<file path="src/lpcd_pkg.sv">
package lpcd_pkg;

  // Fixed identifier and markers of the master request frame
  localparam logic [5:0] ID_MASTER_REQ = 6'h3C;
  localparam logic [7:0] APP_FRAME_MARKER = 8'h80;
  localparam logic [6:0] CMD_LONG_GOAL = 7'h0B;
  localparam logic [7:0] SLEEP_FIRST = 8'h00;
  localparam logic [7:0] SLEEP_FILL = 8'hFF;

  // Frame lengths in data bytes
  localparam logic [3:0] MAX_DATA = 4'h8;
  localparam logic [3:0] LEN_LONG = 4'h8;
  localparam logic [3:0] LEN_C1 = 4'h2;
  localparam logic [3:0] LEN_C2 = 4'h4;
  localparam logic [3:0] LEN_C4 = 4'h8;

  // Field positions inside command, address and identifier bytes
  localparam int CMD_FLAG_BIT = 7;
  localparam int ADDR_FLAG_BIT = 7;
  localparam int BROAD_BIT = 4;
  localparam logic [1:0] ID_TOP_C2 = 2'h2;
  localparam logic [1:0] ID_TOP_C4 = 2'h3;

  // Stepping mode that allows compact goals
  localparam logic [1:0] STEP_HALF = 2'h0;

  // Fallback value that means no fallback is set
  localparam logic [10:0] FALLBACK_NONE = 11'h400;

  // Reset values
  localparam logic [15:0] GOAL_RESET = 16'h0000;

  // Protected identifier: two parity bits above the six id bits
  function automatic logic [7:0] lpcd_prot_id(input logic [5:0] id);
    logic p0;
    logic p1;
    p0 = id[0] ^ id[1] ^ id[2] ^ id[4];
    p1 = ~(id[1] ^ id[3] ^ id[4] ^ id[5]);
    return {p1, p0, id};
  endfunction : lpcd_prot_id

  // Sum with end-around carry; checksum is its inverse
  function automatic logic [7:0] lpcd_csum_add(input logic [7:0] acc, input logic [7:0] b);
    logic [8:0] s;
    s = {1'b0, acc} + {1'b0, b};
    return s[7:0] + {7'h00, s[8]};
  endfunction : lpcd_csum_add

endpackage : lpcd_pkg

</file>
<file path="src/lpcd_link_if.sv">
interface lpcd_link_if;
  logic frame_byte_valid;
  logic [7:0] frame_byte;
  logic frame_byte_last;

  // Bus master drives the frame bytes
  modport master (
    output frame_byte_valid,
    output frame_byte,
    output frame_byte_last
  );

  // Stepper node listens only
  modport node (
    input frame_byte_valid,
    input frame_byte,
    input frame_byte_last
  );
endinterface : lpcd_link_if

</file>
<file path="src/lpcd_node.sv">
// Notes on behaviour
// Long goal: id 3C, marker 80, command 8B
// Long goal uses pair matching physical address
// Long position signed 16-bit, high byte first
// Compact goals only in half stepping mode
// Compact address four bits versus OTP id
// Integrator ties pins and programs OTP suitably
// Scheme bit selects OTP bit or pin
// One-motor compact layout: pos, broadcast, address
// Broadcast flag zero moves every node
// Two-motor compact: id top 10, two pairs
// Four-motor compact: id top 11, four pairs
// Compact position is signed 11-bit goal
// Identifier parity bits checked by node
// Compact frames use allocated identifiers
// Request frame 00 then FF puts sleep
// Sleep in motion: fallback goal or halt
// Halt then goal takes current location
// Bad checksum discards the whole frame
module lpcd_node (
  input wire logic core_clk_in, // System clock
  input wire logic rst_in, // Async reset, active high
  lpcd_link_if.node link, // Frame bytes from master
  input wire logic [6:0] phys_addr_in, // Node physical address
  input wire logic [3:0] otp_node_id_in, // OTP node identifier
  input wire logic node_id_scheme_bit_in, // Compact address scheme
  input wire logic hard_id_pin2_in, // Hard address pin, async
  input wire logic [1:0] microstep_sel_in, // Stepping mode
  input wire logic [5:0] dyn_id_c1_in, // Allocated id, one motor
  input wire logic [5:0] dyn_id_c2_in, // Allocated id, two motors
  input wire logic [5:0] dyn_id_c4_in, // Allocated id, four motors
  input wire logic [10:0] fallback_location_in, // Fallback goal
  input wire logic [15:0] current_location_reg_in, // Current location
  input wire logic motion_active_in, // Motor is moving
  output logic [15:0] goal_location_reg_out, // Goal location
  output logic goal_load_out, // Goal updated, pulse
  output logic gentle_halt_cmd_out, // Halt request, pulse
  output logic sleep_req_out, // Enter sleep, pulse
  output logic frame_err_out // Frame discarded, pulse
);
  import lpcd_pkg::*;

  typedef enum logic [1:0] {
    ST_IDLE = 2'b01,
    ST_HALT = 2'b10
  } lpcd_state_type;

  lpcd_state_type state_q;
  logic pin2_meta_q;
  logic pin2_q;
  logic [7:0] id_q;
  logic [7:0] data_q [0:7];
  logic [3:0] cnt_q;
  logic [3:0] nd_q;
  logic [7:0] acc_q;
  logic done_q;
  logic ok_q;
  logic [15:0] goal_q;
  logic goal_load_q;
  logic halt_q;
  logic sleep_q;
  logic err_q;

  logic [5:0] id6;
  logic [3:0] eff_id;
  logic is_sleep;
  logic long_hit;
  logic [15:0] long_pos;
  logic cmp_hit;
  logic [10:0] cmp_pos;
  logic [2:0] npairs;

  // Pin is outside the clock domain, so two flops first
  always_ff @(posedge core_clk_in or posedge rst_in) begin
    if (rst_in) begin
      pin2_meta_q <= 1'b0;
      pin2_q <= 1'b0;
    end else begin
      pin2_meta_q <= hard_id_pin2_in;
      pin2_q <= pin2_meta_q;
    end
  end

  // Byte collection; extra bytes beyond eight are dropped
  always_ff @(posedge core_clk_in or posedge rst_in) begin
    if (rst_in) begin
      id_q <= 8'h00;
      cnt_q <= 4'h0;
      acc_q <= 8'h00;
      for (int i = 0; i < 8; i++) begin
        data_q[i] <= 8'h00;
      end
    end else if (link.frame_byte_valid) begin
      if (link.frame_byte_last) begin
        cnt_q <= 4'h0;
        acc_q <= 8'h00;
      end else begin
        if (cnt_q == 4'h0) begin
          id_q <= link.frame_byte;
        end else begin
          if (cnt_q <= MAX_DATA) begin
            data_q[cnt_q[2:0] - 3'h1] <= link.frame_byte;
          end
          acc_q <= lpcd_csum_add(acc_q, link.frame_byte);
        end
        if (cnt_q != 4'hF) begin
          cnt_q <= cnt_q + 4'h1;
        end
      end
    end
  end

  // Frame end: parity and checksum verdict, one cycle before decode
  always_ff @(posedge core_clk_in or posedge rst_in) begin
    if (rst_in) begin
      done_q <= 1'b0;
      ok_q <= 1'b0;
      nd_q <= 4'h0;
    end else begin
      done_q <= link.frame_byte_valid & link.frame_byte_last;
      if (link.frame_byte_valid && link.frame_byte_last) begin
        nd_q <= cnt_q - 4'h1;
        // parity of identifier
        // checksum over data bytes
        ok_q <= (cnt_q >= 4'h2) && (cnt_q <= MAX_DATA + 4'h1) &&
                (lpcd_prot_id(id_q[5:0]) == id_q) &&
                (~acc_q == link.frame_byte);
      end
    end
  end

  assign id6 = id_q[5:0];

  // scheme picks OTP bit or synchronised pin for bit 3
  assign eff_id = node_id_scheme_bit_in ? {pin2_q, otp_node_id_in[2:0]} : otp_node_id_in;

  // sleep frame: first byte 00, rest FF
  always_comb begin
    is_sleep = (id6 == ID_MASTER_REQ) && (nd_q >= 4'h2) && (data_q[0] == SLEEP_FIRST);
    for (int i = 1; i < 8; i++) begin
      if ((4'(i) < nd_q) && (data_q[i] != SLEEP_FILL)) begin
        is_sleep = 1'b0;
      end
    end
  end

  // long goal frame recognition
  // only the pair with our physical address counts
  always_comb begin
    long_hit = 1'b0;
    long_pos = 16'h0000;
    if ((id6 == ID_MASTER_REQ) && (nd_q == LEN_LONG) &&
        (data_q[0] == APP_FRAME_MARKER) && data_q[1][CMD_FLAG_BIT] &&
        (data_q[1][6:0] == CMD_LONG_GOAL) &&
        data_q[2][ADDR_FLAG_BIT] && data_q[5][ADDR_FLAG_BIT]) begin
      // high byte first, signed 16-bit
      if (data_q[2][6:0] == phys_addr_in) begin
        long_hit = 1'b1;
        long_pos = {data_q[3], data_q[4]};
      end else if (data_q[5][6:0] == phys_addr_in) begin
        long_hit = 1'b1;
        long_pos = {data_q[6], data_q[7]};
      end
    end
  end

  // compact frames known only by allocated ids
  always_comb begin
    npairs = 3'h0;
    if ((id6 == dyn_id_c1_in) && (nd_q == LEN_C1) && (id6[5] == 1'b0)) begin
      npairs = 3'h1;
    end else if ((id6 == dyn_id_c2_in) && (nd_q == LEN_C2) && (id6[5:4] == ID_TOP_C2)) begin
      // two-motor frame
      npairs = 3'h2;
    end else if ((id6 == dyn_id_c4_in) && (nd_q == LEN_C4) && (id6[5:4] == ID_TOP_C4)) begin
      // four-motor frame
      npairs = 3'h4;
    end
  end

  // First matching pair wins; other pairs belong to other nodes
  always_comb begin
    cmp_hit = 1'b0;
    cmp_pos = 11'h000;
    for (int k = 3; k >= 0; k--) begin
      // four-bit address compare
      // single-motor frame with broadcast flag low
      if ((3'(k) < npairs) &&
          ((data_q[2*k][3:0] == eff_id) ||
           ((npairs == 3'h1) && !data_q[0][BROAD_BIT]))) begin
        cmp_hit = 1'b1;
        // position bits 10:8 sit in bits 7:5
        cmp_pos = {data_q[2*k][7:5], data_q[2*k+1]};
      end
    end
    // ignored outside half stepping
    if ((id6 == ID_MASTER_REQ) || (microstep_sel_in != STEP_HALF)) begin
      cmp_hit = 1'b0;
    end
  end

  // Command execution and halt sequence
  always_ff @(posedge core_clk_in or posedge rst_in) begin
    if (rst_in) begin
      state_q <= ST_IDLE;
      goal_q <= GOAL_RESET;
      goal_load_q <= 1'b0;
      halt_q <= 1'b0;
      sleep_q <= 1'b0;
      err_q <= 1'b0;
    end else begin
      goal_load_q <= 1'b0;
      halt_q <= 1'b0;
      sleep_q <= 1'b0;
      err_q <= done_q & ~ok_q;
      case (state_q)
        ST_IDLE: begin
          if (done_q && ok_q) begin
            if (is_sleep) begin
              // fallback goal or gentle halt first
              if (!motion_active_in) begin
                sleep_q <= 1'b1;
              end else if (fallback_location_in != FALLBACK_NONE) begin
                goal_q <= {{5{fallback_location_in[10]}}, fallback_location_in};
                goal_load_q <= 1'b1;
                sleep_q <= 1'b1;
              end else begin
                halt_q <= 1'b1;
                state_q <= ST_HALT;
              end
            end else if (long_hit) begin
              goal_q <= long_pos;
              goal_load_q <= 1'b1;
            end else if (cmp_hit) begin
              // sign-extend 11-bit goal
              goal_q <= {{5{cmp_pos[10]}}, cmp_pos};
              goal_load_q <= 1'b1;
            end
          end
        end
        ST_HALT: begin
          // once stopped, hold the stop position
          // Frames arriving here are dropped: sleep is committed
          if (!motion_active_in) begin
            goal_q <= current_location_reg_in;
            goal_load_q <= 1'b1;
            sleep_q <= 1'b1;
            state_q <= ST_IDLE;
          end
        end
        default: begin
          state_q <= ST_IDLE;
        end
      endcase
    end
  end

  // Outputs straight from flops
  assign goal_location_reg_out = goal_q;
  assign goal_load_out = goal_load_q;
  assign gentle_halt_cmd_out = halt_q;
  assign sleep_req_out = sleep_q;
  assign frame_err_out = err_q;

endmodule : lpcd_node

</file>
<file path="src/flat_wrapper.sv">
// flat-port wrapper written by rule: the top's interface ports become plain ports
module lpcd_node_flat import lpcd_pkg::*;
  (core_clk_in, rst_in, phys_addr_in, otp_node_id_in, node_id_scheme_bit_in, hard_id_pin2_in, microstep_sel_in, dyn_id_c1_in, dyn_id_c2_in, dyn_id_c4_in, fallback_location_in, current_location_reg_in, motion_active_in, goal_location_reg_out, goal_load_out, gentle_halt_cmd_out, sleep_req_out, frame_err_out, link_frame_byte_valid, link_frame_byte, link_frame_byte_last);
  lpcd_link_if link_i ();
  input wire logic core_clk_in;
  input wire logic rst_in;
  input wire logic [6:0] phys_addr_in;
  input wire logic [3:0] otp_node_id_in;
  input wire logic node_id_scheme_bit_in;
  input wire logic hard_id_pin2_in;
  input wire logic [1:0] microstep_sel_in;
  input wire logic [5:0] dyn_id_c1_in;
  input wire logic [5:0] dyn_id_c2_in;
  input wire logic [5:0] dyn_id_c4_in;
  input wire logic [10:0] fallback_location_in;
  input wire logic [15:0] current_location_reg_in;
  input wire logic motion_active_in;
  output logic [15:0] goal_location_reg_out;
  output logic goal_load_out;
  output logic gentle_halt_cmd_out;
  output logic sleep_req_out;
  output logic frame_err_out;
  input wire logic [$bits(link_i.frame_byte_valid)-1:0] link_frame_byte_valid;
  input wire logic [$bits(link_i.frame_byte)-1:0] link_frame_byte;
  input wire logic [$bits(link_i.frame_byte_last)-1:0] link_frame_byte_last;
  assign link_i.frame_byte_valid = link_frame_byte_valid;
  assign link_i.frame_byte = link_frame_byte;
  assign link_i.frame_byte_last = link_frame_byte_last;
  lpcd_node u_core (.core_clk_in(core_clk_in), .rst_in(rst_in), .link(link_i), .phys_addr_in(phys_addr_in), .otp_node_id_in(otp_node_id_in), .node_id_scheme_bit_in(node_id_scheme_bit_in), .hard_id_pin2_in(hard_id_pin2_in), .microstep_sel_in(microstep_sel_in), .dyn_id_c1_in(dyn_id_c1_in), .dyn_id_c2_in(dyn_id_c2_in), .dyn_id_c4_in(dyn_id_c4_in), .fallback_location_in(fallback_location_in), .current_location_reg_in(current_location_reg_in), .motion_active_in(motion_active_in), .goal_location_reg_out(goal_location_reg_out), .goal_load_out(goal_load_out), .gentle_halt_cmd_out(gentle_halt_cmd_out), .sleep_req_out(sleep_req_out), .frame_err_out(frame_err_out));
endmodule
</file>
<file path="config.mk">
export PLATFORM = sky130hd
export DESIGN_NAME = lpcd_node_flat
export DESIGN_NICKNAME = d
export VERILOG_FILES = /design/src/lpcd_pkg.sv /design/src/lpcd_link_if.sv /design/src/lpcd_node.sv /design/src/flat_wrapper.sv
export SDC_FILE = /design/constraint.sdc
export NUM_CORES = 1
export LEC_CHECK = 0
export ABC_AREA = 1
export BUFFER_PORTS_ARGS = -buffer_cell sky130_fd_sc_hd__buf_2
export CAP_MARGIN = 10
export CORE_ASPECT_RATIO = 0.7
export CORE_UTILIZATION = 54
export DETAILED_ROUTE_END_ITERATION = 10
export PLACE_DENSITY = 0.85
export SLEW_MARGIN = 20
export SYNTH_ARGS = -nofsm -noshare
export SYNTH_HDL_FRONTEND = slang
export SYNTH_SLANG_ARGS = --single-unit
</file>
<file path="constraint.sdc">
create_clock -name core_clk_in -period 3.8 [get_ports core_clk_in]
set_input_delay 0.95 -clock core_clk_in [delete_from_list [all_inputs] [get_ports core_clk_in]]
set_output_delay 0.95 -clock core_clk_in [all_outputs]
set_load 0.005 [all_outputs]
</file>
==> reports/metrics.csv <==
stage,metric,value,unit
place,post-DP HPWL,16300,um
clock_network,CTS tree,yes,
logic_synthesis,Synth area leaders,"dfrtp_1 (37%), nand2_1 (16%), o21ai_0 (6.9%)",
clock_network,cts bufs inserted,17,
sta,Max Freq,323,MHz
sta,final worst path period share,81.5,%
clock_network,Post-CTS Setup Bufs,0,
global_route,initial antenna violation count,1,
final_layout,Ant. Diodes,0,
global_route,overall routing resource usage,32.4,%
logic_synthesis,async set or reset register ratio after synthesis,100,%
route,detailed-route DRC error count,0,
critical_path,crit path DAT,3.41,ns
critical_path,r2r startpoint,u_core.acc_q[6]$_DFFE_PP0P_,
critical_path,crit-path max FO,3,
global_route,largest net degree at the start of global routing,82,
global_route,GR Overflow Total,0,
floorplan,die area,14700,um2
clock_network,Post-CTS Hold Fix Bufs,0,
clock_network,CTS root buffer,clkbuf_16,
floorplan,Initial Util,55.3,%
logic_synthesis,top-count cell post-synth,nand2_1,
sta,minimum clock period,3.10,ns
status,outcome,"complete, no violations",
final_layout,NumNets Final,1260,
min_path,hold crit path type,flip-flop to flip-flop,
route,Via density,5.67,
critical_path,CP endpoint kind,flip-flop,
clock_network,Max H-tree Level,4,
min_path,Min-Delay Startpoint,u_core.pin2_meta_q$_DFF_PP0_,
critical_path,crit-path cells,buf_2 -> ha_1 -> inv_1 -> nor4_1 -> a221o_1 -> ha_1 -> nand3_1 -> or2_2 -> nor2_1 -> nand3_1 -> o21bai_1 -> nand3_1 -> nand2_1,
final_layout,share of layout cells above drive strength 1,17.1,%
sta,# setup viols final,0,
logic_synthesis,Post-Syn Area per Cell,7.07,um2
critical_path,cell mode on critical path,nand3_1,
critical_path,"slowest stage delay, CP",0.55,ns
sta,TNS Setup,0,ns
pwr,P_leak,4.57,nW
logic_synthesis,Synth top cells by count,"nand2_1 (337), dfrtp_1 (113), o21ai_0 (106)",
critical_path,crit path from,link_frame_byte[6],
sta,worst rel slew slack,48.4,%
logic_synthesis,Post-Syn Nets,1180,
critical_path,CP max-delay cell,nor4_1,
final_layout,fillcell total,1163,
sta,Final Max Slew Viols,0,
clock_network,Post-CTS Resized,0,
final_layout,final core utilization,63.5,%
clock_network,clk sink count,114,
place,DP Worst Slack,0.399,ns
logic_synthesis,Post-Syn Area,7700,um2
final_layout,layout overhead on the synthesized area,14.9,%
route,via count,7776,
place,GPL Wtd Cong,1.03,
logic_synthesis,Most used DFF post-synth,dfrtp_1,
logic_synthesis,Post-Syn Instances,1089,
flow_run,MaxCap Viol Count,0,
route,TritonRoute pass-1 iters,7,
route,"wirelength, routed",22500,um
clock_network,"Reg clk slew, reported paths",0.06,ns
pwr,Power Density,643,nW/um2
place,placed instance count,1340,
global_route,vias in the first global route,6922,
logic_synthesis,Synth cell types,55,
floorplan,Vert. Die Dim,102,um
clock_network,Max Root-Sink Buffers,2,
sta,worst-margin pin slew,0.773,ns
logic_synthesis,post-synth top area cell,dfrtp_1,
critical_path,crit start category,input port,
sta,RSZ-0062 raised after global routing,false,
place,Buffers on Ports,92,
critical_path,Critical Path RT,4.12,ns
route,wire length per cell,16.4,um
logic_synthesis,"Seq/Total Area, Yosys",37.1,%
sta,Final Hold Viols,0,
floorplan,IO Pins,93,
logic_synthesis,synthesized flop and latch total,114,
floorplan,row count,36,
final_layout,final non-filler cell total,1372,
sta,skew final,0.00900,ns
critical_path,crit path kind,input port to flip-flop,
floorplan,Core Area,13900,um2
route,Iteration-0 DRC Markers,1064,
logic_synthesis,post-synth top area share,36.7,%
pwr,worst vdd ir,0.000420,V
floorplan,Die X-Extent,145,um
logic_synthesis,Synthesis Warnings,0,
logic_synthesis,number of synthesized flops with an enable pin,0,
clock_network,worst skew pair latency,0.43,ns
sta,Final WS setup,0.705,ns
route,DRT antenna net count,0,
global_route,global-route wire length before repair,35800,um
## critical path: cells and delay by family
family	cells	cell delay (ns)
AOI/OAI and AO/OA	2	0.42
adders and majority gates	2	0.47
buffers and inverters	2	0.18
and+or+nand+nor	7	1.40
## path summary, 6_finish.rpt
check                                                      to  slack, ns  cells past startpoint
worst max-delay path              u_core.acc_q[7]$_DFFE_PP0P_       0.70                     13
worst min-delay path                  u_core.pin2_q$_DFF_PP0_       0.36                      0
worst max register to register    u_core.acc_q[7]$_DFFE_PP0P_       0.89                     12
worst min register to register        u_core.pin2_q$_DFF_PP0_       0.36                      0
max in group asynchronous       u_core.state_q[0]$_DFFE_PP1P_       2.27                      3
min in group asynchronous       u_core.data_q[53]$_DFFE_PP0P_       0.66                      2
## stage by stage
stage | cell area (um2) | power (mW) | hold slack, ns
after floorplan | 7700 | 3.43 | 0.331
after global placement | 8250 | 3.86 | 0.344
after detailed placement | 8250 | 3.95 | 0.336
after CTS | 8840 | 5.61 | 0.359
after global routing | 8840 | 6.01 | 0.365
final | 8840 | 5.69 | 0.358
## area by class of cell
class,instances,area [um2],share of cell area (%)
Clock buffer,20,467,5.28
Clock inverter,12,130,1.47
Inverter,121,460,5.21
Multi-Input combinational cell,819,4190,47.4
Sequential cell,114,2850,32.3
Tap cell,190,238,2.69
Timing Repair Buffer,96,503,5.69
## cell families (layout without fill, tap and decap cells)
logic type	Yosys count	count (layout)	synth area share [%]
and+or+nand+nor	577	577	33.0
DFF	114	114	37.1
AOI/OAI and AO/OA	177	177	13.0
adders and majority gates	18	18	3.02
xor gates and xnor gates	46	46	5.33
buffers and inverters	156	249	8.48
muxes	1	1	0.130
## flip-flops by register name, indices dropped and copies added (netlist names), 2 cells and up
name                          flops
u_core.id_q                       8
u_core.data_q                    64
u_core.goal_location_reg_out     16
u_core.nd_q                       4
u_core.state_q                    2
u_core.cnt_q                      4
u_core.acc_q                      8
## per-layer routing
layer / up-vias / global-route usage (%) / wire (um)
met4: 0 / 10.4 / 486
met3: 64 / 10.4 / 2950
li1: 3683 / - / -
met5: - / 0 / 0
met2: 461 / 47.4 / 9600
met1: 3568 / 45.4 / 9460
## layout by cell type, fill, tap and decap left out, types with 17 or more instances in the layout
cell and n:
nand4_1 19, o21ai_0 106, buf_2 92, nand2_1 337, a21oi_1 34, xor2_1 23
inv_1 104, ha_1 17, dfrtp_1 113, nand3_1 69, xnor2_1 22, clkbuf_16 17
or2_2 26, nor2_1 79
## power breakdown
group	internal, mW	switching, mW
logic	0.697	1.15
registers	1.63	0.598
clock network	1.02	0.597
total	3.34	2.35
Note: power is estimated with default switching activity, not from simulation.
